<file path="src/logic/bts_cfg.svh">
// Constants for the branch target select block
// Behaviour
// [RL1] Relative target is displacement plus branch address
// [RL2] Absolute target is the immediate field itself
// [RL3] Linking branch writes next instruction address
// [RL4] Condition index picks one condition bit
// [RL5] Conditional absolute redirects only when condition met
// [RL6] Return-register branch takes target from return register
// [RL7] Count-register branch takes target from count register
// [RL8] Count branch with decrement option is invalid
// [RL9] Software keeps loop counts in count register
// [RL10] Computed jumps use count branch without link
// [RL11] Calls link; returns use return branch without link
// [RL12] Link written whether or not branch taken
// [RL13] Link flag is least significant instruction bit
// [RL14] Options decode decrement, zero test, condition test
// [RL15] Register targets clear two low-order bits
`ifndef BTS_CFG_SVH
`define BTS_CFG_SVH
// Primary opcode field, instruction bits 0..5 (bit 0 = MSB)
`define BTS_OPC_MSB 31
`define BTS_OPC_LSB 26
`define BTS_OPC_B 6'h12
`define BTS_OPC_BC 6'h10
`define BTS_OPC_XL 6'h13
// Extended opcode of register forms, bits 21..30
`define BTS_XO_MSB 10
`define BTS_XO_LSB 1
`define BTS_XO_BCLR 10'h010
`define BTS_XO_BCCTR 10'h210
// Field positions (little-endian numbering of the 32-bit word)
`define BTS_BO_MSB 25
`define BTS_BO_LSB 21
`define BTS_BI_MSB 20
`define BTS_BI_LSB 16
`define BTS_LI_MSB 25
`define BTS_LI_LSB 2
`define BTS_BD_MSB 15
`define BTS_BD_LSB 2
`define BTS_AA_BIT 1
`define BTS_LK_BIT 0
// Branch options bits, numbered 0..4 from the most significant
`define BTS_BO_NOCTR 2
`define BTS_BO_CTRZ 3
`define BTS_BO_NOCOND 0
`define BTS_BO_TRUE 1
`define BTS_INSN_STEP 32'h0000_0004
// Loop count step per decrement
`define BTS_CTR_DEC 32'h0000_0001
`endif

</file>
<file path="src/logic/bts_pkg.sv">
// Types for the branch target select block
package bts_pkg;
    typedef enum logic [2:0] {
        BTS_FORM_NONE,
        BTS_FORM_IMM,
        BTS_FORM_COND,
        BTS_FORM_RET,
        BTS_FORM_CNT
    } bts_form_t;
    typedef logic [31:0] bts_word_t;
endpackage

</file>
<file path="src/logic/bts_branch_unit.sv">
// Branch decode and next fetch address selection
`timescale 1ns/1ns
`include "bts_cfg.svh"
module bts_branch_unit (
    // Clock and reset
    input wire logic core_clk,
    input wire logic reset,
    // Instruction issue from fetch
    input wire logic issue_valid,
    input wire bts_pkg::bts_word_t issue_insn,
    input wire bts_pkg::bts_word_t issue_addr,
    // Core register state
    input wire bts_pkg::bts_word_t condition_bits_reg,
    input wire bts_pkg::bts_word_t return_address_reg,
    input wire bts_pkg::bts_word_t loop_count_reg,
    // Fetch redirect
    output logic redirect_valid,
    output bts_pkg::bts_word_t redirect_addr,
    output logic branch_done,
    output logic invalid_form,
    // Register updates
    output logic return_address_we,
    output bts_pkg::bts_word_t return_address_wdata,
    output logic loop_count_we,
    output bts_pkg::bts_word_t loop_count_wdata
);
    import bts_pkg::*;

    // Timing: an instruction presented with issue_valid is decoded in the same
    // cycle, and every result appears one clock later as a one-cycle pulse.
    // Back-to-back issue is allowed, but nothing is forwarded from the update
    // ports to the register inputs: the caller applies a write before it issues
    // the next branch that reads the same register.
    // Words that are not one of the branch forms produce no pulse at all, so
    // the block can share an issue bus with other execution units.
    // Every output comes from a flip-flop, which costs a cycle of latency but
    // keeps the long adder and mux paths out of the fetch unit's timing.
    // The target mux always runs; only the pulses say whether it is used.
    // Reset clears every pulse and data register in one synchronous cycle.

    // Read one option bit by its big-endian position
    function automatic logic opt_bit(input logic [4:0] opts, input int idx);
        opt_bit = opts[4 - idx];
    endfunction

    // Primary opcode of an instruction word
    function automatic logic [5:0] primary_op(input bts_word_t insn);
        primary_op = insn[`BTS_OPC_MSB:`BTS_OPC_LSB];
    endfunction

    // Extended opcode of the register-target forms, read twice in the decode
    function automatic logic [9:0] ext_op(input bts_word_t insn);
        ext_op = insn[`BTS_XO_MSB:`BTS_XO_LSB];
    endfunction

    // Immediate target: used as is when absolute, else added to the branch address
    function automatic bts_word_t pick_target(input bts_word_t imm, input logic abs_sel,
        input bts_word_t here);
        pick_target = abs_sel ? imm : imm + here;
    endfunction

    // Decode intermediates
    bts_form_t form;
    logic [4:0] branch_options_field;
    logic [4:0] condition_index;
    logic link_update_flag;
    logic absolute_flag;
    logic cond_bit;
    logic cond_ok;
    logic ctr_ok;
    logic taken;
    logic bad;
    bts_word_t ctr_dec;
    bts_word_t imm_ext;
    bts_word_t target;
    // Qualified requests and named option bits
    logic is_branch;
    logic link_req;
    logic ctr_req;
    logic ctr_zero;
    logic opt_nocond;
    logic opt_true;
    logic opt_noctr;
    logic opt_ctrz;
    logic [31:0] cond_mirror;
    bts_word_t seq_addr;

    // Field extraction
    // Fields are numbered from bit 0 at the least significant end here
    assign branch_options_field = issue_insn[`BTS_BO_MSB:`BTS_BO_LSB];
    assign condition_index = issue_insn[`BTS_BI_MSB:`BTS_BI_LSB];
    assign link_update_flag = issue_insn[`BTS_LK_BIT]; // [RL13]
    assign absolute_flag = issue_insn[`BTS_AA_BIT];
    assign ctr_dec = loop_count_reg - `BTS_CTR_DEC;
    // Zero test on the decremented count, as the loop idiom expects
    assign ctr_zero = (ctr_dec == 32'h0000_0000);

    // Option bits by name; bit 0 of the options field is its most significant
    assign opt_nocond = opt_bit(branch_options_field, `BTS_BO_NOCOND);
    assign opt_true = opt_bit(branch_options_field, `BTS_BO_TRUE);
    assign opt_noctr = opt_bit(branch_options_field, `BTS_BO_NOCTR);
    assign opt_ctrz = opt_bit(branch_options_field, `BTS_BO_CTRZ);

    // Mirror the condition word so that the index field addresses it directly
    for (genvar i = 0; i < 32; i++) begin : g_cond_mirror
        assign cond_mirror[i] = condition_bits_reg[31 - i];
    end

    // Qualified decode results shared by the output registers
    assign is_branch = issue_valid && (form != BTS_FORM_NONE);
    // Link follows the flag alone, taken or not; the invalid form writes nothing
    assign link_req = is_branch && link_update_flag && !bad; // [RL12] [RL13]
    // Only the immediate and return-register conditional forms may decrement
    assign ctr_req = issue_valid && ((form == BTS_FORM_COND) || (form == BTS_FORM_RET))
        && !opt_noctr; // [RL14]
    // Address of the instruction that follows the branch
    assign seq_addr = issue_addr + `BTS_INSN_STEP;

    // Classify the instruction form
    // Unknown extended codes under the register-form opcode leave no form
    always_comb begin
        form = BTS_FORM_NONE;
        case (primary_op(issue_insn))
            `BTS_OPC_B: form = BTS_FORM_IMM;
            `BTS_OPC_BC: form = BTS_FORM_COND;
            `BTS_OPC_XL: begin
                if (ext_op(issue_insn) == `BTS_XO_BCLR) begin
                    form = BTS_FORM_RET;
                end else if (ext_op(issue_insn) == `BTS_XO_BCCTR) begin
                    form = BTS_FORM_CNT;
                end
            end
            default: form = BTS_FORM_NONE;
        endcase
    end

    // Condition and count tests; register branches share the same decode.
    // The count test looks at the decremented value, as the loop idiom wants.
    always_comb begin
        // Bit 0 of the condition register is its most significant bit
        cond_bit = cond_mirror[condition_index]; // [RL4]
        cond_ok = opt_nocond || (cond_bit == opt_true); // [RL4] [RL14]
        ctr_ok = opt_noctr || (ctr_zero == opt_ctrz); // [RL14]
        // Decrement on the count-register form would clobber its own target
        bad = (form == BTS_FORM_CNT) && !opt_noctr; // [RL8]
    end

    // Target and taken selection
    // Register targets drop the two low bits; immediate targets already end in 00
    always_comb begin
        imm_ext = 32'h0000_0000;
        target = 32'h0000_0000;
        taken = 1'b0;
        case (form)
            BTS_FORM_IMM: begin
                imm_ext = {{6{issue_insn[`BTS_LI_MSB]}},
                    issue_insn[`BTS_LI_MSB:`BTS_LI_LSB], 2'b00};
                target = pick_target(imm_ext, absolute_flag, issue_addr); // [RL1] [RL2]
                taken = 1'b1;
            end
            BTS_FORM_COND: begin
                imm_ext = {{16{issue_insn[`BTS_BD_MSB]}},
                    issue_insn[`BTS_BD_MSB:`BTS_BD_LSB], 2'b00};
                target = pick_target(imm_ext, absolute_flag, issue_addr); // [RL1] [RL2]
                taken = cond_ok && ctr_ok; // [RL5]
            end
            BTS_FORM_RET: begin
                target = {return_address_reg[31:2], 2'b00}; // [RL6] [RL15]
                taken = cond_ok && ctr_ok; // [RL6]
            end
            BTS_FORM_CNT: begin
                target = {loop_count_reg[31:2], 2'b00}; // [RL7] [RL15]
                taken = cond_ok && !bad; // [RL7] [RL8]
            end
            default: begin
                target = 32'h0000_0000;
                taken = 1'b0;
            end
        endcase
    end

    // Fetch redirect and completion, one cycle after issue
    // A not-taken branch still completes, so fetch can retire it in order
    always_ff @(posedge core_clk) begin
        if (reset) begin
            redirect_valid <= 1'b0;
            redirect_addr <= 32'h0000_0000;
            branch_done <= 1'b0;
            invalid_form <= 1'b0;
        end else begin
            redirect_valid <= is_branch && taken; // [RL5] [RL6] [RL7]
            // Not-taken branches report the sequential address
            redirect_addr <= taken ? target : seq_addr; // [RL5]
            branch_done <= is_branch && !bad;
            invalid_form <= issue_valid && bad; // [RL8]
        end
    end

    // Link write uses the old register value for the target, so it lands after
    // Registered with the redirect so that both land on the same edge
    always_ff @(posedge core_clk) begin
        if (reset) begin
            return_address_we <= 1'b0;
            return_address_wdata <= 32'h0000_0000;
        end else begin
            return_address_we <= link_req; // [RL3] [RL12]
            return_address_wdata <= seq_addr; // [RL3]
        end
    end

    // Count decrement for conditional forms that request it
    // The count-register form never decrements: that option makes it invalid
    always_ff @(posedge core_clk) begin
        if (reset) begin
            loop_count_we <= 1'b0;
            loop_count_wdata <= 32'h0000_0000;
        end else begin
            loop_count_we <= ctr_req; // [RL14]
            loop_count_wdata <= ctr_dec;
        end
    end
endmodule // bts_branch_unit

</file>
<file path="config.mk">
export PLATFORM = sky130hd
export DESIGN_NAME = bts_branch_unit
export DESIGN_NICKNAME = d
export VERILOG_FILES = /design/src/logic/bts_pkg.sv /design/src/logic/bts_branch_unit.sv
export VERILOG_INCLUDE_DIRS = /design/src /design/src/logic
export SDC_FILE = /design/constraint.sdc
export NUM_CORES = 1
export LEC_CHECK = 0
export ABC_AREA = 1
export BUFFER_PORTS_ARGS = -buffer_cell sky130_fd_sc_hd__buf_4
export CORE_MARGIN = 2
export CORE_UTILIZATION = 50
export CTS_CLUSTER_DIAMETER = 50
export DETAILED_ROUTE_END_ITERATION = 16
export GPL_TIMING_DRIVEN = 0
export PLACE_DENSITY = 0.78
export SETUP_SLACK_MARGIN = 0.2
export SLEW_MARGIN = 40
export SYNTH_ARGS = -nofsm -noshare
export SYNTH_HDL_FRONTEND = slang
export SYNTH_SLANG_ARGS = --single-unit
</file>
<file path="constraint.sdc">
create_clock -name core_clk -period 6.62 [get_ports core_clk]
set_input_delay 0.662 -clock core_clk [delete_from_list [all_inputs] [get_ports core_clk]]
set_output_delay 0.662 -clock core_clk [all_outputs]
set_load 0.03 [all_outputs]
</file>
== After elaboration in Yosys (flattened, before gate mapping) ==
Index checks and enable logic that the tools add are counted.
Storage, ports and cells
  bits in latches: 0
  input port bits: 163
  flip-flop bits (word level): 101
  memory bits (writable): 0
  memories kept: 0
  ROM bits: 0
Cells by class
  div/mod/pow operators: 0
  reduce and logical (&&, ||, !) cells: 19
  multiply operators: 0
  shift-type cells: 0
  equal/unequal tests: 11
  magnitude comparators: 1
  $add $sub $neg: 4
  bitwise logic cells: 0
  muxes and demuxes: 10
Operators by type and width (count)
  32-bit case mux with 4 select lines: 1
  32-bit two-way mux: 3
  32-bit adder: 2
  32-bit by 3-bit adder with 32-bit output, second input constant: 1
  32-bit logical NOT: 1
  32-bit by 1-bit subtractor with 32-bit output, second input constant: 1
  6-bit by 5-bit equality test with 1-bit output, second input constant: 3
  1-bit logical AND: 11
  10-bit equality test, second input constant: 1
  10-bit by 5-bit equality test with 1-bit output, second input constant: 1
  3-bit case mux with 3 select lines: 1
  3-bit by 2-bit equality test with 1-bit output, second input constant: 2
  5-bit by 6-bit less-than comparator with 1-bit output, second input constant: 1
  3-bit two-way mux: 2
  1-bit binary-select mux with 5-bit select: 1
  3-bit by 1-bit equality test with 1-bit output, second input constant: 1
  3-bit equality test, second input constant: 1
  1-bit logical OR: 3
  1-bit case mux with 3 select lines: 1
  3-bit nonzero test: 1
  1-bit equality test: 2
  1-bit logical NOT: 2
  2-bit OR reduction: 1
  1-bit two-way mux: 1

== Depth between registers and ports, before layout ==
Gate-level depths: netlist of run 1.
  word-level depth: 10
  mapped depth: 20
  depth with buffers taken out: 19

== Worst setup path after synthesis of run 1 ==
No wires, ideal clock.
  kind: input-to-reg
  from: in issue_insn[2]
  to: reg redirect_addr[24]
  buffers on the path: 0
  required time: 6.506 ns
  library setup time: 0.114 ns
  stages on the path: 16
  arrival: 2.605 ns
  slack: 3.901 ns
  cells stage by stage: ha_1 -> fa_1 -> nand3_1 -> nand2_1 -> a21boi_0 -> nor3_1 -> nor2_1 -> inv_1 -> nand3_1 -> nand2_1 -> nand2_1 -> nand3_1 -> nand2_1 -> nand3_1 -> nand3_1 -> nand2_1
Between the ends
  cells in the longest elaborated chain, start to end: 10
Ends and longest elaborated chain
  start: declaration: line bts_branch_unit.sv:10  | input wire bts_pkg::bts_word_t issue_insn,
  10-bit equality test (no line)
  3-bit two-way mux: line bts_branch_unit.sv:129  | end else if (ext_op(issue_insn) == `BTS_XO_BCCTR) begin
  3-bit two-way mux: line bts_branch_unit.sv:127  | if (ext_op(issue_insn) == `BTS_XO_BCLR) begin
  3-bit case mux with 3 select lines: line bts_branch_unit.sv:123  | case (primary_op(issue_insn))
  3-bit equality test: line bts_branch_unit.sv:145, bts_branch_unit.sv:154
  1-bit logical AND: line bts_branch_unit.sv:145  | bad = (form == BTS_FORM_CNT) && !opt_noctr;
  1-bit logical NOT: line bts_branch_unit.sv:173  | taken = cond_ok && !bad;
  1-bit logical AND: line bts_branch_unit.sv:173
  1-bit case mux with 3 select lines: line bts_branch_unit.sv:154  | case (form)
  32-bit two-way mux (*): line bts_branch_unit.sv:193  | redirect_addr <= taken ? target : seq_addr;
  end signal: assignment: line bts_branch_unit.sv:193
  end: declaration: line bts_branch_unit.sv:18  | output bts_pkg::bts_word_t redirect_addr,
Every way passes the cells marked *; elsewhere a longest branch is shown, timed or not.
A chain may end at the register's enable or synchronous reset.

== Worst setup path in the final report of run 1 ==
  from: in issue_addr[13]
  to: reg redirect_addr[19]
Between the ends
  cells in the longest elaborated chain, start to end: 4
Ends and longest elaborated chain
  start: declaration: line bts_branch_unit.sv:11  | input wire bts_pkg::bts_word_t issue_addr,
  32-bit adder: line bts_branch_unit.sv:59  | pick_target = abs_sel ? imm : imm + here;
  32-bit two-way mux: line bts_branch_unit.sv:59
  32-bit case mux with 4 select lines: line bts_branch_unit.sv:154
  32-bit two-way mux (*): line bts_branch_unit.sv:193
Marks and branches as above.

==> results summary, run 1 <==
Setup violations remaining at the end of the flow were counted as 0. TritonCTS built the clock tree. Entering global routing, the biggest net connects 20 pins.

Walking the worst path, the cells encountered are buf_4 > ha_1 > nand2_1 > o21ai_0 > nor2_1 > o21ai_1 > nand2_1 > nand2_1 > nor2_1 > o21ai_0 > nand3b_1 > nand3_1 > nand2_1. The number of nets handed over by synthesis was 1690. The worst setup path is launched from an input port. The clock transition time at the flip-flop clock pins of the worst setup and hold paths came out at 0.07 ns. The clock sink count came out at 101. In the final layout, the share of cells above drive strength 1 is 0.187. Compared with the post-synthesis result, the final layout area differs by 29.1%. The number of buffers inserted for hold repair after clock tree synthesis is 0. Along the worst path, the maximum fanout reaches 8. Dividing the detail-routed via count by the number of cells gives 5.95.

The highest ir drop seen on vdd is 158 uV. The leftover overflow at the end of global routing is 0. The detailed-router iteration count before antenna repair came out at 7. Counting tap cells, the placed design contains a total of 1964 instances.

In this run the core area contains 48 standard-cell rows. The endpoint required time on the critical path is 6.87 ns. After clock tree synthesis, the setup repair step added 0 buffers.

The worst hold path belongs to the class input port to flip-flop. The die covers 18600 um2. The count of boundary I/O pins came out at 264. The detail route stage leaves a number of antenna-violating nets equal to 0. The maximum count of clock buffers along a single path came out at 2. Setup repair after global routing left no endpoint under its margin. The horizontal die dimension is 137 um. The first routing iteration left 1300 violations. The register bit total from synthesis came out at 101. The routed length per instance is 19.9 um. The number of H-tree branching levels is 3. The final weighted congestion of routability-driven global placement came out at 1.08. The total power consumption of the routed design came out at 1.90 mW. The aggregate negative setup slack is 0 ns. The clock share of power came out at 0.299. The worst setup path is of the input port to flip-flop kind.

The cell count after synthesis came out at 1479. The achievable frequency is 0.285 GHz. The final instance count without filler cells is 1981. The vias after detailed routing is 11800. Dividing total power by cell area gives a power density of 168 nW/um2. The sum of buffers and inverters on the critical path is 1. The number of buffer cells added on primary ports came out at 260. The number of synthesized flops with an enable pin came out at 0. The final count of hold timing violations came to 0. In this design, the stage delay of the slowest critical-path cell is 0.67 ns. Clock tree synthesis selected as its root buffer the cell clkbuf_16. The via count of the first global-routing pass came out at 10700. The number of pins with negative max-slew slack in the final report was 0.

For this design the total switching power over the nets is 0.718 mW. The flow ran to the end, and the final reports show no timing, DRC or antenna violations. The tightest slew margin relative to the limit is 0.379. The net count reported at finish came out at 1961. Cell internal power was estimated by the tool at 1.18 mW.

The leakage power total is 5.63 nW. Counting flops with an async set or reset pin after synthesis yields a share of 0. The initial core utilization is 0.509. Yosys printed 0 warnings. Across every metal layer, demand over resource in global routing totals 0.415.

For this design, the slowest cell found on the critical path is o21ai_0. The combinational share of power is 0.358. The footprint of the multi-input gates is 5960 um2. For this run, the register share of the synthesized area comes to 0.230. The final-layout fill cell count came out at 1606. In this design, the largest share of critical-path delay is due to compound AO/OA/AOI/OAI gates. The netlist area before placement is 8780 um2. The average size of a mapped cell came out at 5.94 um2.

The clock buffer count from CTS is 9. The first global-routing pass estimated 58500 um of wire. The dominant synthesized flop cell is dfxtp_1. The actual transition at the worst max-transition pin came out at 0.922 ns. The register share of total power is 0.342. The number of antenna violations at the first check in global routing is 1. The switching power as a share of total power is 0.378. The count of unique library cells instantiated by Yosys is 46.

The footprint of the flip-flops and latches came out at 2020 um2. The worst setup path is captured at a flip-flop. The remaining design rule violation count is 0. In the finished design, the share of the clock period the worst path needs comes to 0.530. The number of cells upsized or downsized after cts came out at 0. The max-cap check violation count came out at 0.

The final HPWL from detailed placement is 32800 um. The data arrival time of the critical path came out at 3.76 ns. The overall die height came out at 137 um. After floorplanning, the core was sized to cover 17200 um2. For this block, the routed nets add up to 39500 um of wire. The clock period minus final worst setup slack came out at 3.51 ns. The most frequent cell on the critical path is nand2_1.
==> cells in the mapped netlist, drive strengths merged, types with 2 or more instances <==
library cell  count  area, um2
nand3           138        701
nand3b            4       30.0
xnor2             8       70.1
a211oi            3       22.5
nor2            225        940
buf              19        123
clkinv            3       11.3
a21oi           115        587
ha               47        588
a22oi            13       97.6
a31oi             3       18.8
a21boi            4       30.0
o21a              8       60.1
a21o              4       30.0
a31o              2       17.5
clkbuf           18       67.6
nand4            32        200
o21ai            93        465
o211ai           20        150
nor3b             2       15.0
nor4              5       31.3
nand2           394       1500
nor3             27        145
o31ai             3       22.5
o221ai            3       26.3
or2               4       25.0
inv             160        601
o21bai            4       30.0
xor2             13        114
dfxtp           101       2020
==> state kept, by name, summed over array words and instances (netlist names) <==
signal	cells
redirect_addr	32
branch_done	1
redirect_valid	1
invalid_form	1
return_address_wdata	32
loop_count_wdata	32
return_address_we	1
loop_count_we	1
==> per-layer routing <==
| metal | global-route usage | up-vias | wire length [um] |
|---|---|---|---|
| met5 | 0 | - | 0 |
| met4 | 0.154 | 0 | 1560 |
| met1 | 0.554 | 5310 | 15200 |
| met2 | 0.654 | 874 | 17300 |
| met3 | 0.0941 | 139 | 5330 |
| li1 | - | 5459 | - |
==> path summary, 6_finish.rpt <==
check / from / to / slack (ns) / cells after the start
setup / recovery: issue_addr[13] / redirect_addr[19] / 3.11 / 13
hold / removal: loop_count_reg[0] / loop_count_wdata[0] / 0.48 / 2
==> cell families after synthesis <==
logic type,share of synthesized area
buffers and inverters,0.0913
xor gates and xnor gates,0.0209
and+or+nand+nor,0.409
DFF,0.230
adders and majority gates,0.0693
AOI/OAI and AO/OA,0.179
==> cell type report <==
class | count | share of cell area
sequential | 101 | 0.178
inverter | 163 | 0.0540
timing repair buffer | 260 | 0.172
clock inverter | 7 | 0.00795
antenna | 1 | 0.000221
tap | 225 | 0.0248
buffer | 37 | 0.0168
multi-input combinational | 1178 | 0.526
clock buffer | 9 | 0.0199
==> power groups by stage <==
stage	clock, mW	combinational [mW]	sequential [mW]
floorplan	0	0.311	0.731
global placement	0	0.649	0.663
detailed placement	0	0.658	0.664
CTS	0.567	0.662	0.651
global route	0.590	0.731	0.653
finish	0.569	0.681	0.651
==> placed cells by master, fill, tap and decap left out, drive strengths merged <==
cell	instances
nor3b	2
a21oi	115
o21a	8
a21o	4
xor2	13
o221ai	3
fa	1
bufinv	1
a31oi	3
buf	279
o21bai	4
diode	1
dfxtp	101
nand3	138
o211ai	20
nor4	5
ha	47
inv	163
or2	4
o31ai	3
nor2	225
nand4	32
a22oi	13
nand3b	4
nand2	394
clkbuf	27
nor3	27
clkinvlp	1
o2111ai	1
a211oi	3
xnor2	8
a21boi	4
a31o	2
o21ai	93
and2	1
clkinv	5
o41ai	1
==> metrics by stage <==
step / hold slack, ns / setup WS (ns) / utilization / area (um2)
3_5_place_dp: 0.854 / 2.97 / 0.639 / 11000
2_1_floorplan: 0.734 / 3.90 / - / 8780
6_report: 0.479 / 3.11 / 0.658 / 11300
5_1_grt: 0.491 / 2.97 / 0.658 / 11300
4_1_cts: 0.479 / 3.34 / 0.657 / 11300
3_3_place_gp: 0.845 / 2.90 / 0.639 / 11000
(Power assumes the default switching activity.)
==> run 2, diff against run 1 <==
ABC_AREA = 0   (was 1)
CORE_UTILIZATION = 47   (was 50)
clock period = 3 ns   (was 6.62 ns; I/O delays follow)
==> results summary, run 2 <==
The final HPWL from detailed placement is 25300 um (-23%). The share of the cycle needed by the critical path after routing is 1.00. The sum of buffers and inverters on the critical path came to 4 (+3). The detail-routed via count per cell came out at 6.04 (+1.5%). The final-layout fill cell count is 1417 (-12%). The flow ran to the end, but the final reports show violations. The delay of the slowest cell on the worst path came out at 0.59 ns (-0.08 ns). In the synthesized netlist the dominant register cell turns out to be dfxtp_1. The leakage power total came out at 4.86 nW (-14%). The cell row count came to 47 (-2.1%). The net count reported at finish is 1517 (-23%). The achievable frequency is 0.332 GHz. The share of flip-flops with an asynchronous set or reset is 0 (unchanged). The synthesized netlist net count came out at 1225 (-28%). The endpoint required time on the critical path came out at 3.23 ns (-3.64 ns). The post-placement worst setup slack is -0.803 ns (-3.77 ns). The worst hold path stage count was 2 (unchanged). The remaining design rule violation count is 0 (unchanged). The netlist area before placement is 8030 um2 (-8.5%). The critical path goes through buf_12 > or4_4 > nor4_4 > nand4_1 > o311a_1 > a2111oi_4 > a31oi_1 > or3b_1 > buf_6 > buf_4 > clkbuf_16 > mux2i_1 > nor2_1. The footprint of the multi-input gates was 6160 um2 (+3.4%). The cell count after synthesis came to 1014 (-31%). The global-route wire length before repair came out at 48100 um (-18%).

The initial core utilization is 0.483 (-0.0267). The vias after detailed routing came out at 9238 (-22%). The tightest slew margin relative to the limit is 0.426 (+0.0468).

The overall die height is 135 um (-1.3%). The fraction of the core area covered by cells at the end of the flow is 0.685 (+0.0273). Among all stages on the critical path, the largest delay is contributed by or4_4. The leading cell type in the layout, fill and taps excluded is buf_4.

The max-cap check violation count came to 0 (unchanged). The top cell types in the final layout, fill and taps aside, are 270 x buf_4, 112 x nor2_1, 101 x dfxtp_1, 71 x a21oi_1, 65 x nand2_1. The worst hold path belongs to the class input port to flip-flop. The horizontal die dimension came out at 135 um (-1.3%). The number of synthesized flops with an enable pin came out at 0 (unchanged). The number of buffer cells added on primary ports is 253 (-2.7%). The proportion of layout cells with a drive suffix above 1 is 0.306 (+0.119).

The count of boundary I/O pins is 264 (unchanged). The number of design-rule violations left by the first detailed-router iteration came out at 964 (-26%). The total of warnings raised by yosys came out at 0 (unchanged). The worst hold path begins at issue_insn[0]. The endpoint of the worst hold-timing path is return_address_we. The total power consumption of the routed design came out at 4.16 mW (+120%). The core area came to 16600 um2 (-3.4%). The clock sink count came out at 101 (unchanged). The largest registers in the layout are loop_count_wdata: 32 flops, redirect_addr: 32 flops, return_address_wdata: 32 flops. The number of antenna violations at the first check in global routing is 0 (-1).

The setup violation total in the final timing report came out at 3 (+3). The total routed wirelength is 32500 um (-18%). The worst setup path is launched from an input port. The synthesized design spends more area on one cell type than any other, namely dfxtp_1. The leftover overflow at the end of global routing is 0 (unchanged).

The count of antenna-violating nets left after detailed routing came out at 0 (unchanged). The final antenna diode count came out at 0 (-1). The proportion of netlist area held by the largest area contributor is 0.252 (+0.0214). Setup repair after global routing could not meet its margin everywhere.

The count of unique library cells instantiated by Yosys is 76 (+65%). The number of pins with negative max-slew slack in the final report is 0 (unchanged). The maximum count of clock buffers along a single path was 2 (unchanged).

The highest ir drop seen on vdd is 292 uV (+86%). The final worst-path setup slack is -0.0111 ns (-3.12 ns). Among cell families on the critical path, the largest total delay comes from simple AND/OR/NAND/NOR gates.

The critical path is of the input port to flip-flop type. The portion of the post-synthesis area used by sequential elements is 0.252 (+0.0214). The total number of cells along the worst setup path came out at 13 (unchanged). The actual transition at the worst max-transition pin is 0.862 ns (-0.0604 ns). The average size of a mapped cell is 7.92 um2 (+33%). The routed length per instance is 21.3 um (+6.8%).

The clock period minus final worst setup slack came out at 3.01 ns. The die area was 18200 um2 (-2.6%). The data arrival time of the critical path is 3.24 ns (-0.52 ns).

The detailed-router iteration count before antenna repair is 5 (-2). The clock transition time at the flip-flop clock pins of the worst setup and hold paths was 0.07 ns (about the same). The root buffer cell chosen for the clock tree is clkbuf_16. The register bit total from synthesis came out at 101 (unchanged). The maximum number of pins on one net before global-route repair is 21 (+5.0%). TritonCTS built the clock tree.

The via count of the first global-routing pass is 8708 (-19%). The power per unit of standard cell area came out at 365 nW/um2 (+120%). The checks that failed: negative setup slack. The overall fraction of global-route tracks in use came out at 0.343 (-0.0727).

The clock buffer count from CTS came out at 9 (unchanged). Sorting the synthesized cells by area gives the leading types as dfxtp_1 25%, ha_1 7.3%, mux2i_1 5.7%. By count the netlist is led by 118 x nor2_1, 101 x dfxtp_1, 78 x a21oi_1. STA classifies the critical path endpoint as a flip-flop.

The biggest fanout along the worst timing path came out at 7 (-1). The footprint of the flip-flops and latches came out at 2020 um2 (unchanged). The number of H-tree branching levels came to 3 (unchanged). In the post-synthesis netlist, the cell with the most instances is nor2_1. The layout overhead on the synthesized area is 41.9%. The final count of hold timing violations came out at 0 (unchanged). The final weighted congestion of routability-driven global placement came out at 0.942 (-13%).
[run 2: cell count changes after synthesis, moves of 16 or more]
| cell | delta |
|---|---|
| xor2_1 | +23 |
| a21oi_1 | -36 |
| nand3_1 | -103 |
| nand2_1 | -312 |
| mux2i_1 | +46 |
| clkbuf_1 | +22 |
| nor2_1 | -90 |
| inv_1 | -136 |
| o31ai_1 | +16 |
| o21ai_0 | -26 |
| a21o_1 | +18 |
| xnor2_1 | +43 |
[run 2: kinds of logic after synthesis]
group                      share of synthesized area
AOI/OAI and AO/OA                              0.239
xor gates and xnor gates                      0.0948
muxes                                         0.0699
DFF                                            0.252
buffers and inverters                         0.0380
and+or+nand+nor                                0.231
adders and majority gates                     0.0757
[run 2: layout make-up]
class / count / share of cell area
clock inverters: 6 / 0.00494
well taps: 220 / 0.0241
inverters: 19 / 0.00713
plain buffers: 55 / 0.0295
multi-input cells: 839 / 0.541
clock buffers: 9 / 0.0198
flip-flops and latches: 101 / 0.177
repair buffers: 281 / 0.196
[run 2: power by group]
part	internal, mW	total, mW	switching [mW]	leakage, nW
Sequential	1.42	1.44	0.0230	0.840
Clock	0.576	1.14	0.567	0.136
Combinational	0.654	1.57	0.920	3.88
[run 2: per-stage QoR]
step	cells	hold slack, ns	cell area (um2)	setup TNS (ns)
after detailed placement	1487	0.508	10300	-20.76
final	1530	0.145	11400	-0.0235
after CTS	1518	0.139	11100	0
after global placement	1487	0.506	10300	-20.96
after floorplan	1014	0.372	8160	0
after global routing	1530	0.147	11400	-2.08
[run 2: how the worst max path moves through the flow]
| stage | start | end | slack (ns) |
|---|---|---|---|
| detailed placement | issue_addr[9] | redirect_addr[27] | -0.80 |
| finish | loop_count_reg[11] | redirect_addr[3] | -0.01 |
| global placement | issue_addr[9] | redirect_addr[27] | -0.80 |
| global route | loop_count_reg[11] | redirect_addr[3] | -0.14 |
| floorplan | loop_count_reg[5] | redirect_addr[30] | 0.007 |
| CTS | loop_count_reg[12] | redirect_addr[28] | 0.04 |
[run 2: what timing repair did]
item,CTS,global route
setup endpoints to repair,33,33
hold buffers,0,0
pin swaps,24,11
cloned,3,2
gates resized for setup,59,47
buffers inserted,13,10
[run 2: per-layer routing]
| layer | up-vias | part of all wire | GRT usage |
|---|---|---|---|
| li1 | 4316 | - | - |
| met1 | 4246 | 0.41 | 0.445 |
| met2 | 587 | 0.46 | 0.572 |
| met3 | 89 | 0.10 | 0.0567 |
| met4 | 0 | 0.032 | 0.126 |
| met5 | - | 0 | 0 |
==> run 3, diff against run 2 <==
CORE_ASPECT_RATIO = 0.8   (was default)
CORE_UTILIZATION = 50   (was 47)
PLACE_DENSITY = 0.79   (was 0.78)
clock period = 3.9 ns   (was 3 ns; I/O delays follow)
==> results summary, run 3 (synthesis gave the netlist of run 2 again) <==
The met2 track demand over resource in global routing was 0.573 (+0.00120). The final count of hold timing violations is 0 (unchanged). The initial core utilization is 0.510 (+0.0274).

The aggregate negative setup slack is 0 ns (+0.0235 ns). The actual transition at the worst max-transition pin is 0.854 ns (-0.00794 ns). The clock buffer count from CTS is 9 (unchanged). The leftover overflow at the end of global routing came to 0 (unchanged). The data arrival time of the critical path is 3.78 ns (+0.54 ns). The via count of the first global-routing pass is 8555 (-1.8%). Setup repair after global routing could not meet its margin everywhere. The delay of the slowest cell on the worst path is 0.63 ns (+0.04 ns). The total routed wirelength came out at 32000 um (-1.8%). The max-cap check violation count is 0 (unchanged). The overall die height is 117 um (-13%). The kind of critical path is input port to flip-flop. The final weighted congestion of routability-driven global placement is 0.980 (+4.1%). The sort of element at the start of the critical path is an input port. The global routing met3 resource utilization is 0.0813 (+0.0246). For the finished layout, the period the worst path requires is 3.57 ns. The sum of buffers and inverters on the critical path came to 1 (-3). The cell row count came out at 41 (-13%). The final HPWL from detailed placement is 25200 um (-0.57%). The final antenna diode count is 0 (unchanged). On the critical path, the stage with the largest delay is an instance of a311oi_2. The achievable frequency came out at 0.280 GHz.

The final instance count without filler cells came out at 1499 (-2.0%). The leakage power total is 4.57 nW (-6.0%). The count of antenna-violating nets left after detailed routing came out at 0 (unchanged). The CTS tree is built. The maximum count of clock buffers along a single path came out at 2 (unchanged). The die area came out at 17100 um2 (-5.8%). The power per unit of standard cell area came out at 304 nW/um2 (-16%).

The number of design-rule violations left by the first detailed-router iteration was 1048 (+8.7%). The share of the cycle needed by the critical path after routing is 0.915. The number of antenna violations at the first check in global routing is 0 (unchanged). The tightest slew margin relative to the limit was 0.431 (+0.00529).

The count of boundary I/O pins is 264 (unchanged). Compared with the post-synthesis result, the final layout area differs by 31.4%. The core area is 15700 um2 (-5.4%). The remaining design rule violation count came out at 0 (unchanged). The global-route wire length before repair is 48900 um (+1.7%). Broken down by cell family, the worst path's largest delay share belongs to compound AO/OA/AOI/OAI gates. The maximum number of pins on one net before global-route repair came out at 21 (unchanged). The largest registers in the layout are loop_count_wdata: 32 flops, redirect_addr: 32 flops, return_address_wdata: 32 flops. The worst setup path is captured at a flip-flop. The setup violation total in the final timing report is 0 (-3).

The met1 usage came out at 0.500 (+0.0541). The vias after detailed routing was 9203 (-0.38%). The leading cell type in the layout, fill and taps excluded is buf_4. The overall fraction of global-route tracks in use is 0.365 (+0.0226). The clock sink count came out at 101 (unchanged). In the layout the commonest cells are 254 x buf_4, 118 x nor2_1, 101 x dfxtp_1, 78 x a21oi_1, 75 x nand2_1. The layer flagged by global routing as most heavily used is met2. The final worst-path setup slack is 0.333 ns (+0.344 ns). The cell total after placement came out at 1482 (-0.34%).

The highest ir drop seen on vdd came to 224 uV (-23%). The detailed-router iteration count before antenna repair was 6 (+1). The endpoint required time on the critical path came out at 4.12 ns (+0.89 ns). The biggest fanout along the worst timing path is 6 (-1). The number of H-tree branching levels is 3 (unchanged). The number of buffer cells added on primary ports is 253 (unchanged). Traced cell by cell, the critical path runs through buf_4 > ha_1 > fa_1 > a21o_1 > a31o_2 > a311oi_2 > o31a_1 > a31oi_1 > a31oi_1 > a221oi_1 > a2111oi_2 > a221oi_1. The number of pins with negative max-slew slack in the final report is 0 (unchanged). The post-placement worst setup slack came to -0.0451 ns (+0.758 ns).

The clock transition time at the flip-flop clock pins of the worst setup and hold paths is 0.07 ns (about the same). The net count reported at finish is 1490 (-1.8%). The routed length per instance came to 21.3 um (+0.21%). CTS placed an instance of clkbuf_16 at the clock tree root.

The detail-routed via count per cell is 6.14 (+1.7%). The classification of the worst-slack hold path is input port to flip-flop. The final-layout fill cell count is 1401 (-1.1%). The proportion of layout cells with a drive suffix above 1 came out at 0.245 (-0.0608). The horizontal die dimension came out at 146 um (+8.1%). The number of buffers inserted for hold repair after clock tree synthesis came out at 0 (unchanged). The flow ran to the end, and the final reports show no timing, DRC or antenna violations.
## run 3: cell count changes in the layout (fill, tap and decap cells not counted), moves of 6 or more
cell / change
nor2_1: +6
nand2_2: -6
buf_12: -6
a21oi_1: +7
nand2_1: +10
buf_4: -16
buf_2: +6
a211oi_1: +7
## run 3: cell type report
type	count	area [um2]	area share
inverter	19	71.3	0.00675
tap	215	269	0.0255
multi-input combinational	839	5730	0.543
timing repair buffer	254	1910	0.181
clock buffer	10	229	0.0217
buffer	55	235	0.0223
clock inverter	6	93.8	0.00889
sequential	101	2020	0.191
## run 3: worst paths after layout
| check | slack, ns | from | cells past startpoint | to |
|---|---|---|---|---|
| worst max-delay path | 0.33 | issue_addr[2] | 12 | redirect_addr[28] |
| worst min-delay path | 0.22 | issue_insn[0] | 2 | return_address_we |
## run 3: metal layers
layer / part of all wire / wire length (um) / up-vias
met4: 0.031 / 1010 / 0
met5: 0 / 0 / -
met1: 0.43 / 13600 / 4290
met3: 0.11 / 3420 / 82
li1: - / - / 4260
met2: 0.44 / 13900 / 571
## run 3: stage by stage
step	util	hold slack (ns)	area, um2	power (mW)
final	0.670	0.223	10600	3.21
after global routing	0.670	0.232	10600	3.34
after CTS	0.669	0.225	10500	3.20
after detailed placement	0.648	0.602	10200	2.20
after global placement	0.648	0.599	10200	2.20
after floorplan	-	0.462	8030	1.77
## run 3: what timing repair did
| item | CTS | global route |
|---|---|---|
| setup endpoints to repair | 0 | 33 |
| hold endpoints to repair | 0 | 0 |
| gates resized for setup | 0 | 2 |
| buffers inserted | 0 | 1 |
## run 3: where the power goes
part	switching (mW)	internal, mW	total [mW]
registers	0.0176	1.09	1.11
clock network	0.436	0.569	1.00
logic	0.654	0.449	1.10
total	1.11	2.11	3.21
